### src/inc/dec_defines.vh
/*
 * constants of the debug event flags, sequencer status and comparator A block:
 * register indexes, field positions, state codes and bus answers.
 * assumes it is included by bare name into the design file.
 */
`ifndef DEC_DEFINES_VH
`define DEC_DEFINES_VH

// register indexes; byte address is four times the index
`define DEC_IDX_EVENT_FLAGS 10'h10A
`define DEC_IDX_SEQ_STATUS 10'h10B
`define DEC_IDX_CTL 10'h110
`define DEC_IDX_ADDR_HI 10'h115
`define DEC_IDX_ADDR_MID 10'h116
`define DEC_IDX_ADDR_LO 10'h117
`define DEC_IDX_DATA0 10'h118
`define DEC_IDX_DATA1 10'h119
`define DEC_IDX_DATA2 10'h11A
`define DEC_IDX_DATA3 10'h11B

// event flag field positions
`define DEC_EF_FORCED_BREAKPOINT_REQUEST 6
`define DEC_EF_EXT 4
`define DEC_EF_ME_HI 3
`define DEC_EF_ME_LO 0

// comparator control field positions
`define DEC_CTL_NDB 6
`define DEC_CTL_PC_COMPARE_SELECT 5
`define DEC_CTL_RW 3
`define DEC_CTL_RWE 2
`define DEC_CTL_EN 0
`define DEC_CTL_MASK 8'h6D

// sequencer status codes
`define DEC_SS_DISARMED 3'h0
`define DEC_SS_FIRST 3'h1
`define DEC_SS_SECOND 3'h2
`define DEC_SS_THIRD 3'h3
`define DEC_SS_FINAL 3'h4

// reset values and bus answers
`define DEC_RST_BYTE 8'h00
`define DEC_RST_WORD 32'h00000000
`define DEC_RESP_OKAY 2'h0
`define DEC_RESP_SLVERR 2'h2

`endif

### src/hdl/dec_core.v
/*
 * event flags, sequencer status field and comparator channel A of an on-chip
 * debug unit, with an axi4-lite register slave.
 * assumes the arm level, sequencer steps and session end come from the rest
 * of the debug unit, all inputs are synchronous to aclk.
 */
// Added by the designer: the AXI4-Lite interface to the registers.
`timescale 1ns/10ps
`include "dec_defines.vh"

module dec_core (
	input wire aclk,
	input wire aresetn,
	input wire [11:0] s_axi_awaddr,
	input wire [2:0] s_axi_awprot,
	input wire s_axi_awvalid,
	output wire s_axi_awready,
	input wire [31:0] s_axi_wdata,
	input wire [3:0] s_axi_wstrb,
	input wire s_axi_wvalid,
	output wire s_axi_wready,
	output reg [1:0] s_axi_bresp,
	output reg s_axi_bvalid,
	input wire s_axi_bready,
	input wire [11:0] s_axi_araddr,
	input wire [2:0] s_axi_arprot,
	input wire s_axi_arvalid,
	output wire s_axi_arready,
	output reg [31:0] s_axi_rdata,
	output reg [1:0] s_axi_rresp,
	output reg s_axi_rvalid,
	input wire s_axi_rready,
	input wire arm,
	input wire forced_trigger_event,
	input wire external_event,
	input wire [3:1] other_channel_match,
	input wire seq_step,
	input wire [2:0] seq_next_state,
	input wire session_end_internal,
	input wire [31:0] data_mask,
	input wire cpu_data_valid,
	input wire [23:0] cpu_data_addr,
	input wire [31:0] cpu_data,
	input wire cpu_read,
	input wire cpu_pc_valid,
	input wire [23:0] cpu_pc,
	output reg comp_a_match
);

	reg arm_q;
	reg [3:0] channel_match_flags;
	reg external_event_flag;
	reg forced_trigger_flag;
	reg [2:0] sequencer_status_field;
	reg [7:0] comparator_a_control;
	reg [23:0] address_compare_value;
	reg [31:0] data_compare_value;

	reg aw_got;
	reg [9:0] aw_idx;
	reg w_got;
	reg [7:0] w_byte;
	reg w_lane0;

	wire arming;
	wire [3:0] match_events;
	wire [31:0] data_diff;
	wire data_differs;
	wire data_ok;
	wire dir_ok;
	wire next_hit;
	wire do_write;
	wire [9:0] ar_idx;

	assign arming = arm & ~arm_q;

	// ---------------- comparator A ----------------
	genvar gi;
	generate
		for (gi = 0; gi < 32; gi = gi + 1) begin : g_data_bit
			// a bit only counts where its mask bit is set
			assign data_diff[gi] = data_mask[gi] & (cpu_data[gi] ^ data_compare_value[gi]);
		end
	endgenerate

	assign data_differs = |data_diff;
	assign data_ok = comparator_a_control[`DEC_CTL_NDB] ? data_differs : ~data_differs;
	assign dir_ok = ~comparator_a_control[`DEC_CTL_RWE] |
		(comparator_a_control[`DEC_CTL_RW] == cpu_read);

	// pc compare ignores data and direction, as instruction fetches carry neither
	assign next_hit = comparator_a_control[`DEC_CTL_EN] &
		(comparator_a_control[`DEC_CTL_PC_COMPARE_SELECT] ?
		(cpu_pc_valid & (cpu_pc == address_compare_value)) :
		(cpu_data_valid & (cpu_data_addr == address_compare_value) & data_ok & dir_ok));

	assign match_events = {other_channel_match, next_hit};

	always @(posedge aclk) begin
		if (!aresetn) begin
			comp_a_match <= 1'b0;
		end else begin
			comp_a_match <= next_hit;
		end
	end

	// ---------------- event flags and sequencer status ----------------
	always @(posedge aclk) begin
		if (!aresetn) begin
			arm_q <= 1'b0;
			channel_match_flags <= 4'h0;
			external_event_flag <= 1'b0;
			forced_trigger_flag <= 1'b0;
			sequencer_status_field <= `DEC_SS_DISARMED;
		end else begin
			arm_q <= arm;
			if (arming) begin
				// clear on arming, but an event in the same cycle still sets
				channel_match_flags <= match_events;
				external_event_flag <= external_event;
				forced_trigger_flag <= forced_trigger_event;
			end else if (arm) begin
				channel_match_flags <= channel_match_flags | match_events;
				external_event_flag <= external_event_flag | external_event;
				forced_trigger_flag <= forced_trigger_flag | forced_trigger_event;
			end
			if (session_end_internal) begin
				sequencer_status_field <= `DEC_SS_DISARMED;
			end else if (arming) begin
				sequencer_status_field <= `DEC_SS_FIRST;
			end else if (arm && seq_step && seq_next_state <= `DEC_SS_FINAL) begin
				// reserved codes never reach the field
				sequencer_status_field <= seq_next_state;
			end
			// disarm by software falls through and keeps the last state
		end
	end

	// ---------------- axi4-lite write ----------------
	assign s_axi_awready = ~aw_got & ~s_axi_bvalid;
	assign s_axi_wready = ~w_got & ~s_axi_bvalid;
	assign do_write = aw_got & w_got & ~s_axi_bvalid;

	always @(posedge aclk) begin
		if (!aresetn) begin
			aw_got <= 1'b0;
			aw_idx <= 10'h000;
			w_got <= 1'b0;
			w_byte <= `DEC_RST_BYTE;
			w_lane0 <= 1'b0;
			s_axi_bvalid <= 1'b0;
			s_axi_bresp <= `DEC_RESP_OKAY;
			comparator_a_control <= `DEC_RST_BYTE;
			address_compare_value <= 24'h000000;
			data_compare_value <= `DEC_RST_WORD;
		end else begin
			if (s_axi_awvalid && s_axi_awready) begin
				aw_got <= 1'b1;
				aw_idx <= s_axi_awaddr[11:2];
			end
			if (s_axi_wvalid && s_axi_wready) begin
				w_got <= 1'b1;
				w_byte <= s_axi_wdata[7:0];
				w_lane0 <= s_axi_wstrb[0];
			end
			if (s_axi_bvalid && s_axi_bready) begin
				s_axi_bvalid <= 1'b0;
			end
			if (do_write) begin
				aw_got <= 1'b0;
				w_got <= 1'b0;
				s_axi_bvalid <= 1'b1;
				s_axi_bresp <= `DEC_RESP_OKAY;
				// armed writes are dropped silently so a live session stays consistent
				case (aw_idx)
				`DEC_IDX_EVENT_FLAGS, `DEC_IDX_SEQ_STATUS: begin
					// read-only, write ignored
				end
				`DEC_IDX_CTL: begin
					if (!arm && w_lane0) begin
						comparator_a_control <= w_byte & `DEC_CTL_MASK;
					end
				end
				`DEC_IDX_ADDR_HI: begin
					if (!arm && w_lane0) begin
						address_compare_value[23:16] <= w_byte;
					end
				end
				`DEC_IDX_ADDR_MID: begin
					if (!arm && w_lane0) begin
						address_compare_value[15:8] <= w_byte;
					end
				end
				`DEC_IDX_ADDR_LO: begin
					if (!arm && w_lane0) begin
						address_compare_value[7:0] <= w_byte;
					end
				end
				`DEC_IDX_DATA0: begin
					if (!arm && w_lane0) begin
						data_compare_value[31:24] <= w_byte;
					end
				end
				`DEC_IDX_DATA1: begin
					if (!arm && w_lane0) begin
						data_compare_value[23:16] <= w_byte;
					end
				end
				`DEC_IDX_DATA2: begin
					if (!arm && w_lane0) begin
						data_compare_value[15:8] <= w_byte;
					end
				end
				`DEC_IDX_DATA3: begin
					if (!arm && w_lane0) begin
						data_compare_value[7:0] <= w_byte;
					end
				end
				default: begin
					s_axi_bresp <= `DEC_RESP_SLVERR;
				end
				endcase
			end
		end
	end

	// ---------------- axi4-lite read ----------------
	assign s_axi_arready = ~s_axi_rvalid;
	assign ar_idx = s_axi_araddr[11:2];

	always @(posedge aclk) begin
		if (!aresetn) begin
			s_axi_rvalid <= 1'b0;
			s_axi_rdata <= `DEC_RST_WORD;
			s_axi_rresp <= `DEC_RESP_OKAY;
		end else begin
			if (s_axi_rvalid && s_axi_rready) begin
				s_axi_rvalid <= 1'b0;
			end
			if (s_axi_arvalid && s_axi_arready) begin
				s_axi_rvalid <= 1'b1;
				s_axi_rresp <= `DEC_RESP_OKAY;
				s_axi_rdata <= `DEC_RST_WORD;
				case (ar_idx)
				`DEC_IDX_EVENT_FLAGS: begin
					s_axi_rdata[`DEC_EF_FORCED_BREAKPOINT_REQUEST] <= forced_trigger_flag;
					s_axi_rdata[`DEC_EF_EXT] <= external_event_flag;
					s_axi_rdata[`DEC_EF_ME_HI:`DEC_EF_ME_LO] <= channel_match_flags;
				end
				`DEC_IDX_SEQ_STATUS: begin
					s_axi_rdata[2:0] <= sequencer_status_field;
				end
				`DEC_IDX_CTL: begin
					s_axi_rdata[7:0] <= comparator_a_control;
				end
				`DEC_IDX_ADDR_HI: begin
					s_axi_rdata[7:0] <= address_compare_value[23:16];
				end
				`DEC_IDX_ADDR_MID: begin
					s_axi_rdata[7:0] <= address_compare_value[15:8];
				end
				`DEC_IDX_ADDR_LO: begin
					s_axi_rdata[7:0] <= address_compare_value[7:0];
				end
				`DEC_IDX_DATA0: begin
					s_axi_rdata[7:0] <= data_compare_value[31:24];
				end
				`DEC_IDX_DATA1: begin
					s_axi_rdata[7:0] <= data_compare_value[23:16];
				end
				`DEC_IDX_DATA2: begin
					s_axi_rdata[7:0] <= data_compare_value[15:8];
				end
				`DEC_IDX_DATA3: begin
					s_axi_rdata[7:0] <= data_compare_value[7:0];
				end
				default: begin
					s_axi_rresp <= `DEC_RESP_SLVERR;
				end
				endcase
			end
		end
	end

endmodule // dec_core

### config.mk
export PLATFORM = sky130hd
export DESIGN_NAME = dec_core
export DESIGN_NICKNAME = d
export VERILOG_FILES = /design/src/hdl/dec_core.v
export VERILOG_INCLUDE_DIRS = /design/src /design/src/inc
export SDC_FILE = /design/constraint.sdc
export NUM_CORES = 1
export LEC_CHECK = 0
export BUFFER_PORTS_ARGS = -buffer_cell sky130_fd_sc_hd__clkbuf_2
export CAP_MARGIN = 5
export CORE_UTILIZATION = 49
export DETAILED_ROUTE_END_ITERATION = 12
export MAX_ROUTING_LAYER = met4
export PLACE_DENSITY = 0.83
export SYNTH_ARGS = -nofsm -noshare
export SYNTH_HDL_FRONTEND = slang
export SYNTH_SLANG_ARGS = --single-unit
### constraint.sdc
create_clock -name aclk -period 2.4 [get_ports aclk]
set_clock_uncertainty 0.15 [all_clocks]
set_input_delay 0.36 -clock aclk [delete_from_list [all_inputs] [get_ports aclk]]
set_output_delay 0.36 -clock aclk [all_outputs]
set_load 0.005 [all_outputs]
==> results of run 1 <==
[power by group through the flow]
stage	logic (mW)	clock network [mW]	registers, mW
2_1_floorplan	0.302	0	1.84
3_3_place_gp	0.452	0	1.88
3_5_place_dp	0.459	0	1.88
4_1_cts	0.461	1.37	1.84
5_1_grt	0.507	1.44	1.84
6_report	0.462	1.35	1.84
[flip-flops by register name, indices dropped and copies added, names as in the netlist, 3 cells and up]
register	flops
comparator_a_control	5
w_byte	8
sequencer_status_field	3
s_axi_rdata	8
channel_match_flags	4
aw_idx	10
address_compare_value	24
data_compare_value	32
[critical path, stage by stage, from the launching register on]
cell and delay [ps]:
dfxtp_1 360, inv_2 50, or3_4 400, nor3b_4 180, and2b_1 340, nand3_2 270, mux2i_1 240, nor2b_1 70
[cell type report]
cell class | instances | share of cell area [%]
clock buffers | 13 | 3.42
clock inverters | 2 | 0.205
inverters | 3 | 0.154
multi-input cells | 510 | 50.4
flip-flops and latches | 105 | 28.7
well taps | 168 | 2.87
repair buffers | 196 | 14.2
[cells in the final DEF, fill, tap and decap left out, drive strengths merged, types with 4 or more instances in the layout]
cell type	Yosys	final
xor2	46	46
a21boi	23	23
xnor2	37	37
a31oi	7	7
a22o	7	7
o21ai	14	14
and2	6	6
nor2	19	19
nor4	10	10
nor2b	66	66
mux2i	68	68
a22oi	28	28
a21oi	6	6
clkbuf	19	190
o22ai	4	4
nand3	15	15
nor3	9	9
dfxtp	105	105
buf	41	19
mux2	13	13
nand2	59	59
conb	1	26
nand2b	5	5
nand4	16	16
[layer usage]
layer / vias to the layer above / wire length (µm) / global-route usage, %
li1: 2580 / - / -
met1: 2412 / 7390 / 33.7
met2: 250 / 7890 / 44.7
met3: 32 / 1100 / 3.88
met4: 0 / 326 / 8.60
met5: - / 0 / -
[cells by family (layout without fill, tap and decap cells)]
family          after synthesis  in the layout  synth area share (%)
simple gates                216            216                  21.1
flops                       105            105                  34.4
compound gates              103            103                  12.0
xor+xnor                     83             83                  11.9
mux                          82             82                  13.9
buf+inv                      63            214                  6.62
other cells                   1             26                0.0614
[path summary, 6_finish.rpt]
path | to | slack (ps)
setup / recovery | comparator_a_control[0] | 210
hold / removal | sequencer_status_field[2] | 70
setup reg to reg | comparator_a_control[0] | 210
hold reg to reg | w_lane0 | 320
[stage by stage]
stage               power [mW]  worst slack [ps]  util, %  cell area [µm²]  hold slack (ps)
finish                    3.65               209     60.7             7320             70.6
global route              3.79              70.9     60.7             7320             63.0
CTS                       3.66               218     60.7             7320             62.3
detailed placement        2.33              75.8     58.5             7060              309
global placement          2.33               122     58.5             7060              302
floorplan                 2.14               321        -             6200              288
==> impl_metrics.py, run 1 <==
metrics = {
    "layout": {
        "fin_cells": 997,
        "multi_input_area_um2": 3690,
        "nets": 1024,
        "drive_above_1_share_pct": 29.0,
        "fillCellCount": 1065,
        "area_growth_pct": 19.9,
        "seq_area_um2": 2100,
        "diodes": 0,
    },
    "floorplanning": {
        "rows": 40,
        "die_h_um": 114,
        "floorplan.initialDensity_pct": 50.6,
        "die-area_um2": 12900,
        "core_um2": 12100,
        "die_w_um": 114,
        "io_pins": 241,
    },
    "worst_setup_path": {
        "cp_data_arrival_time_ps": 2270,
        "crit_start": "w_got",
        "required_ps": 2480,
        "end_kind": "flop",
        "startpoint_type": "flop",
        "critPathMaxFanout": 5,
        "reg2reg_depth": 7,
        "critPathKind": "reg2reg",
        "reg2reg_from": "w_got",
    },
    "detailed_routing": {
        "vias": 5274,
        "postRouteAntennaNets": 0,
        "wl_per_cell_um": 16.8,
        "drt_wl_total_mm": 16.7,
        "vias_per_cell": 5.29,
        "drc": 0,
        "first_iter_violations": 308,
        "firstDrtPassIters": 5,
    },
    "power_and_ir_drop": {
        "p_switching_uw": 905,
        "ir_drop_uv": 307,
        "p_int_mw": 2.75,
        "p_clk_share_pct": 37.0,
        "swShare_pct": 24.8,
        "p_leak_nw": 3.23,
        "share_seq_of_total_power_pct": 50.3,
        "powerDensity_nw_per_um2": 499,
        "p_comb_share_pct": 12.6,
    },
    "global_route": {
        "grt_use_total_pct": 26.9,
        "grt_pass1_vias": 5010,
        "grt_pass1_wl_mm": 25.9,
        "antenna_found_initial": 0,
        "grt_overflow": 0,
        "grt_max_degree": 76,
    },
    "cts": {
        "post_cts_buffers": 0,
        "ctsHtreeMaxLevel": 3,
        "clockBufferDepth": 2,
        "cts_resized": 0,
        "clkSinkCount": 105,
        "ctsHoldBuffers": 0,
        "cts-root-buf": "clkbuf_16",
        "path_clk_slew_ps": 70,
        "cts_buffers": 9,
        "cts_tree": "built",
        "clk_latency_ps": 340,
    },
    "timing": {
        "worst_pin_slew_ps": 723,
        "post-route-period-util_pct": 91.3,
        "relSlewSlack_pct": 51.7,
        "rsz0062_at_grt": "no",
        "drv_slew": 0,
        "setup_tns_ps": 0,
        "min_period_ps": 2190,
        "setup_viol": 0,
        "max_freq_mhz": 456,
        "finalHoldViolations": 0,
    },
    "place": {
        "port_buffers": 177,
        "hpwl_mm": 13.0,
        "gp_congestion": 0.947,
        "place_inst": 982,
    },
    "synthesis": {
        "synth-edff-count": 0,
        "synthCells": 653,
        "synth_cell_types": 52,
        "netlist_top_cells_area": "dfxtp_1 (34%), mux2i_1 (11%), nor2b_1 (6.8%)",
        "synth_top_area_share_pct": 34.4,
        "syn_avg_cell_area_um2": 9.35,
        "synth_ff_type": "dfxtp_1",
        "syn_area_um2": 6100,
        "synth_warnings": 0,
        "synth.most_common_cell": "dfxtp_1",
        "yosys.area.top_type": "dfxtp_1",
        "async_reset_ff_share_pct": 0,
        "ys_seq_area_share_pct": 34.4,
        "synth_seq_cells": 105,
        "ys_top_cells_by_count": "dfxtp_1 (105), mux2i_1 (68), nor2b_1 (66)",
    },
    "hold_path": {
        "min_from": "session_end_internal",
        "hold_path_class": "in2reg",
        "hold_path_depth": 2,
    },
    "job": {
        "maxCapViolations": 0,
    },
    "outcome": {
        "status": "finished, final reports clean",
    },
}
(Power assumes the default switching activity.)
==> run 2: changes to the inputs <==
Settings changed: REMOVE_ABC_BUFFERS from default to 1.
==> run 2 against run 1 <==
Combinational power hardly changed. Register-to-register slack worse by 60 ps. Final area is 0.67% higher. Sequential share of layout area is 0.19 points lower. Wire length is 0.13% lower. Critical path depth stayed put. Worst setup slack worse by 58 ps.
==> impl_metrics.py, run 2 (synthesis gave the netlist of run 1 again) <==
metrics = {
    "outcome": {
        "status": "finished, final reports clean",
    },
    "timing": {
        "setup_viol": 0,
        "setup_tns_ps": 0,
        "max_freq_mhz": 445,
        "finalHoldViolations": 0,
        "whs_ps": 59.7,
        "worst_pin_slew_ps": 706,
        "min_period_ps": 2250,
        "post-route-period-util_pct": 93.7,
        "worst_slack_ps": 151,
        "rsz0062_at_grt": "no",
        "drv_slew": 0,
        "relSlewSlack_pct": 52.9,
    },
    "layout": {
        "final_util_pct": 61.1,
        "largest_reg_flops": 32,
        "final_common_cell": "clkbuf_2",
        "fin_cells": 1002,
        "area_growth_pct": 20.7,
        "multi_input_area_um2": 3690,
        "final_area_um2": 7370,
        "seq_area_um2": 2100,
        "drive_above_1_share_pct": 29.7,
        "reg_top3": "data_compare_value: 32 flops, address_compare_value: 24 flops, aw_idx: 10 flops",
        "diodes": 0,
        "nets": 1028,
        "regMostFlops": "data_compare_value",
        "mostFrequentLayoutCells": "clkbuf_2 (177), dfxtp_1 (105), mux2i_1 (68)",
        "fillCellCount": 1051,
    },
    "hold_path": {
        "hold_path_class": "in2reg",
        "min_from": "session_end_internal",
    },
    "detailed_routing": {
        "firstDrtPassIters": 5,
        "postRouteAntennaNets": 0,
        "routed.top_layer": "met4",
        "dr_wl_met2_mm": 8.11,
        "drt_wl_total_mm": 16.7,
        "vias": 5299,
        "first_iter_violations": 272,
        "wl_met3_mm": 1.04,
        "vias_per_cell": 5.29,
        "met1Wirelength_mm": 7.21,
        "drc": 0,
        "wl_per_cell_um": 16.7,
    },
    "cts": {
        "cts_buffers": 9,
        "clkSinkCount": 105,
        "clk_latency_ps": 350,
        "clockBufferDepth": 2,
        "cts_resized": 0,
        "cts-root-buf": "clkbuf_16",
        "ctsHtreeMaxLevel": 3,
        "path_clk_slew_ps": 70,
        "cts_tree": "built",
        "post_cts_buffers": 0,
        "ctsHoldBuffers": 0,
    },
    "global_route": {
        "grt_pass1_wl_mm": 25.8,
        "grt_overflow": 0,
        "antenna_found_initial": 0,
        "grt_pass1_vias": 5048,
        "grt_max_degree": 33,
        "grt_use_total_pct": 26.7,
    },
    "place": {
        "dpl_cell_area_um2": 7070,
        "place_inst": 986,
        "hpwl_mm": 13.2,
        "pre_cts_slack_ps": 68.7,
        "gp_congestion": 0.923,
        "port_buffers": 177,
    },
    "worst_setup_path": {
        "reg2reg_from": "aw_idx[9]",
        "slowest_delay_ps": 370,
        "end_kind": "flop",
        "critPathMaxFanout": 8,
        "required_ps": 2480,
        "critPathKind": "reg2reg",
        "startpoint_type": "flop",
        "cp_data_arrival_time_ps": 2330,
        "cpMaxStageDelayCell": "or2_2",
        "crit_chain": "nand2b_1, nor4_2, nand2_1, or2_2, nor2_4, mux2i_1, nor2b_1",
        "crit_start": "aw_idx[9]",
    },
    "power_and_ir_drop": {
        "p_comb_share_pct": 12.3,
        "p_clk_share_pct": 39.0,
        "ir_drop_uv": 428,
        "swShare_pct": 25.1,
        "p_int_mw": 2.83,
        "totalPowerFinal_mw": 3.77,
        "p_leak_nw": 3.26,
        "powerDensity_nw_per_um2": 512,
        "share_seq_of_total_power_pct": 48.6,
        "p_switching_uw": 948,
    },
    "floorplanning": {
        "io_pins": 241,
        "core_um2": 12100,
        "floorplan.initialDensity_pct": 50.6,
        "rows": 40,
        "die_w_um": 114,
        "die-area_um2": 12900,
        "die_h_um": 114,
    },
    "job": {
        "maxCapViolations": 0,
    },
}
## run 2: cell types whose count changed in the layout (fill, tap and decap cells not counted), sizes merged
cell      delta
bufinv       +1
clkbuf       -4
clkinv       +3
clkinvlp     +1
buf          +4
## run 2: power groups by stage
| stage | Combinational, mW | Clock, mW | Sequential [mW] |
|---|---|---|---|
| 6_report | 0.465 | 1.47 | 1.84 |
| 5_1_grt | 0.511 | 1.54 | 1.84 |
| 4_1_cts | 0.464 | 1.48 | 1.84 |
| 3_5_place_dp | 0.462 | 0 | 1.88 |
| 3_3_place_gp | 0.457 | 0 | 1.87 |
| 2_1_floorplan | 0.208 | 0 | 1.85 |
## run 2: path summary, 6_finish.rpt
kind / slack (ps) / to / cells after the start
worst min register to register: 310 / aw_idx[9] / 2
worst max-delay path: 150 / data_compare_value[18] / 7
worst min-delay path: 60 / sequencer_status_field[1] / 2
worst max register to register: 150 / data_compare_value[18] / 7
## run 2: layout make-up
type,count,share of cell area (%)
timing repair buffer,200,14.4
clock inverter,7,0.968
sequential,105,28.5
multi-input combinational,510,50.1
tap,168,2.85
inverter,3,0.153
clock buffer,9,3.06
## run 2: worst max-delay path: cells and delay by family (launching register included)
family,cells,cell delay (ps)
muxes,1,310
and+or+nand+nor,6,1370
DFF,1,310
## run 2: layer usage
metal  track usage, %  vias to the layer above
met3             3.77                       31
met5                -                        -
met2             44.1                      229
met1             33.6                     2446
li1                 -                     2593
met4             8.51                        0
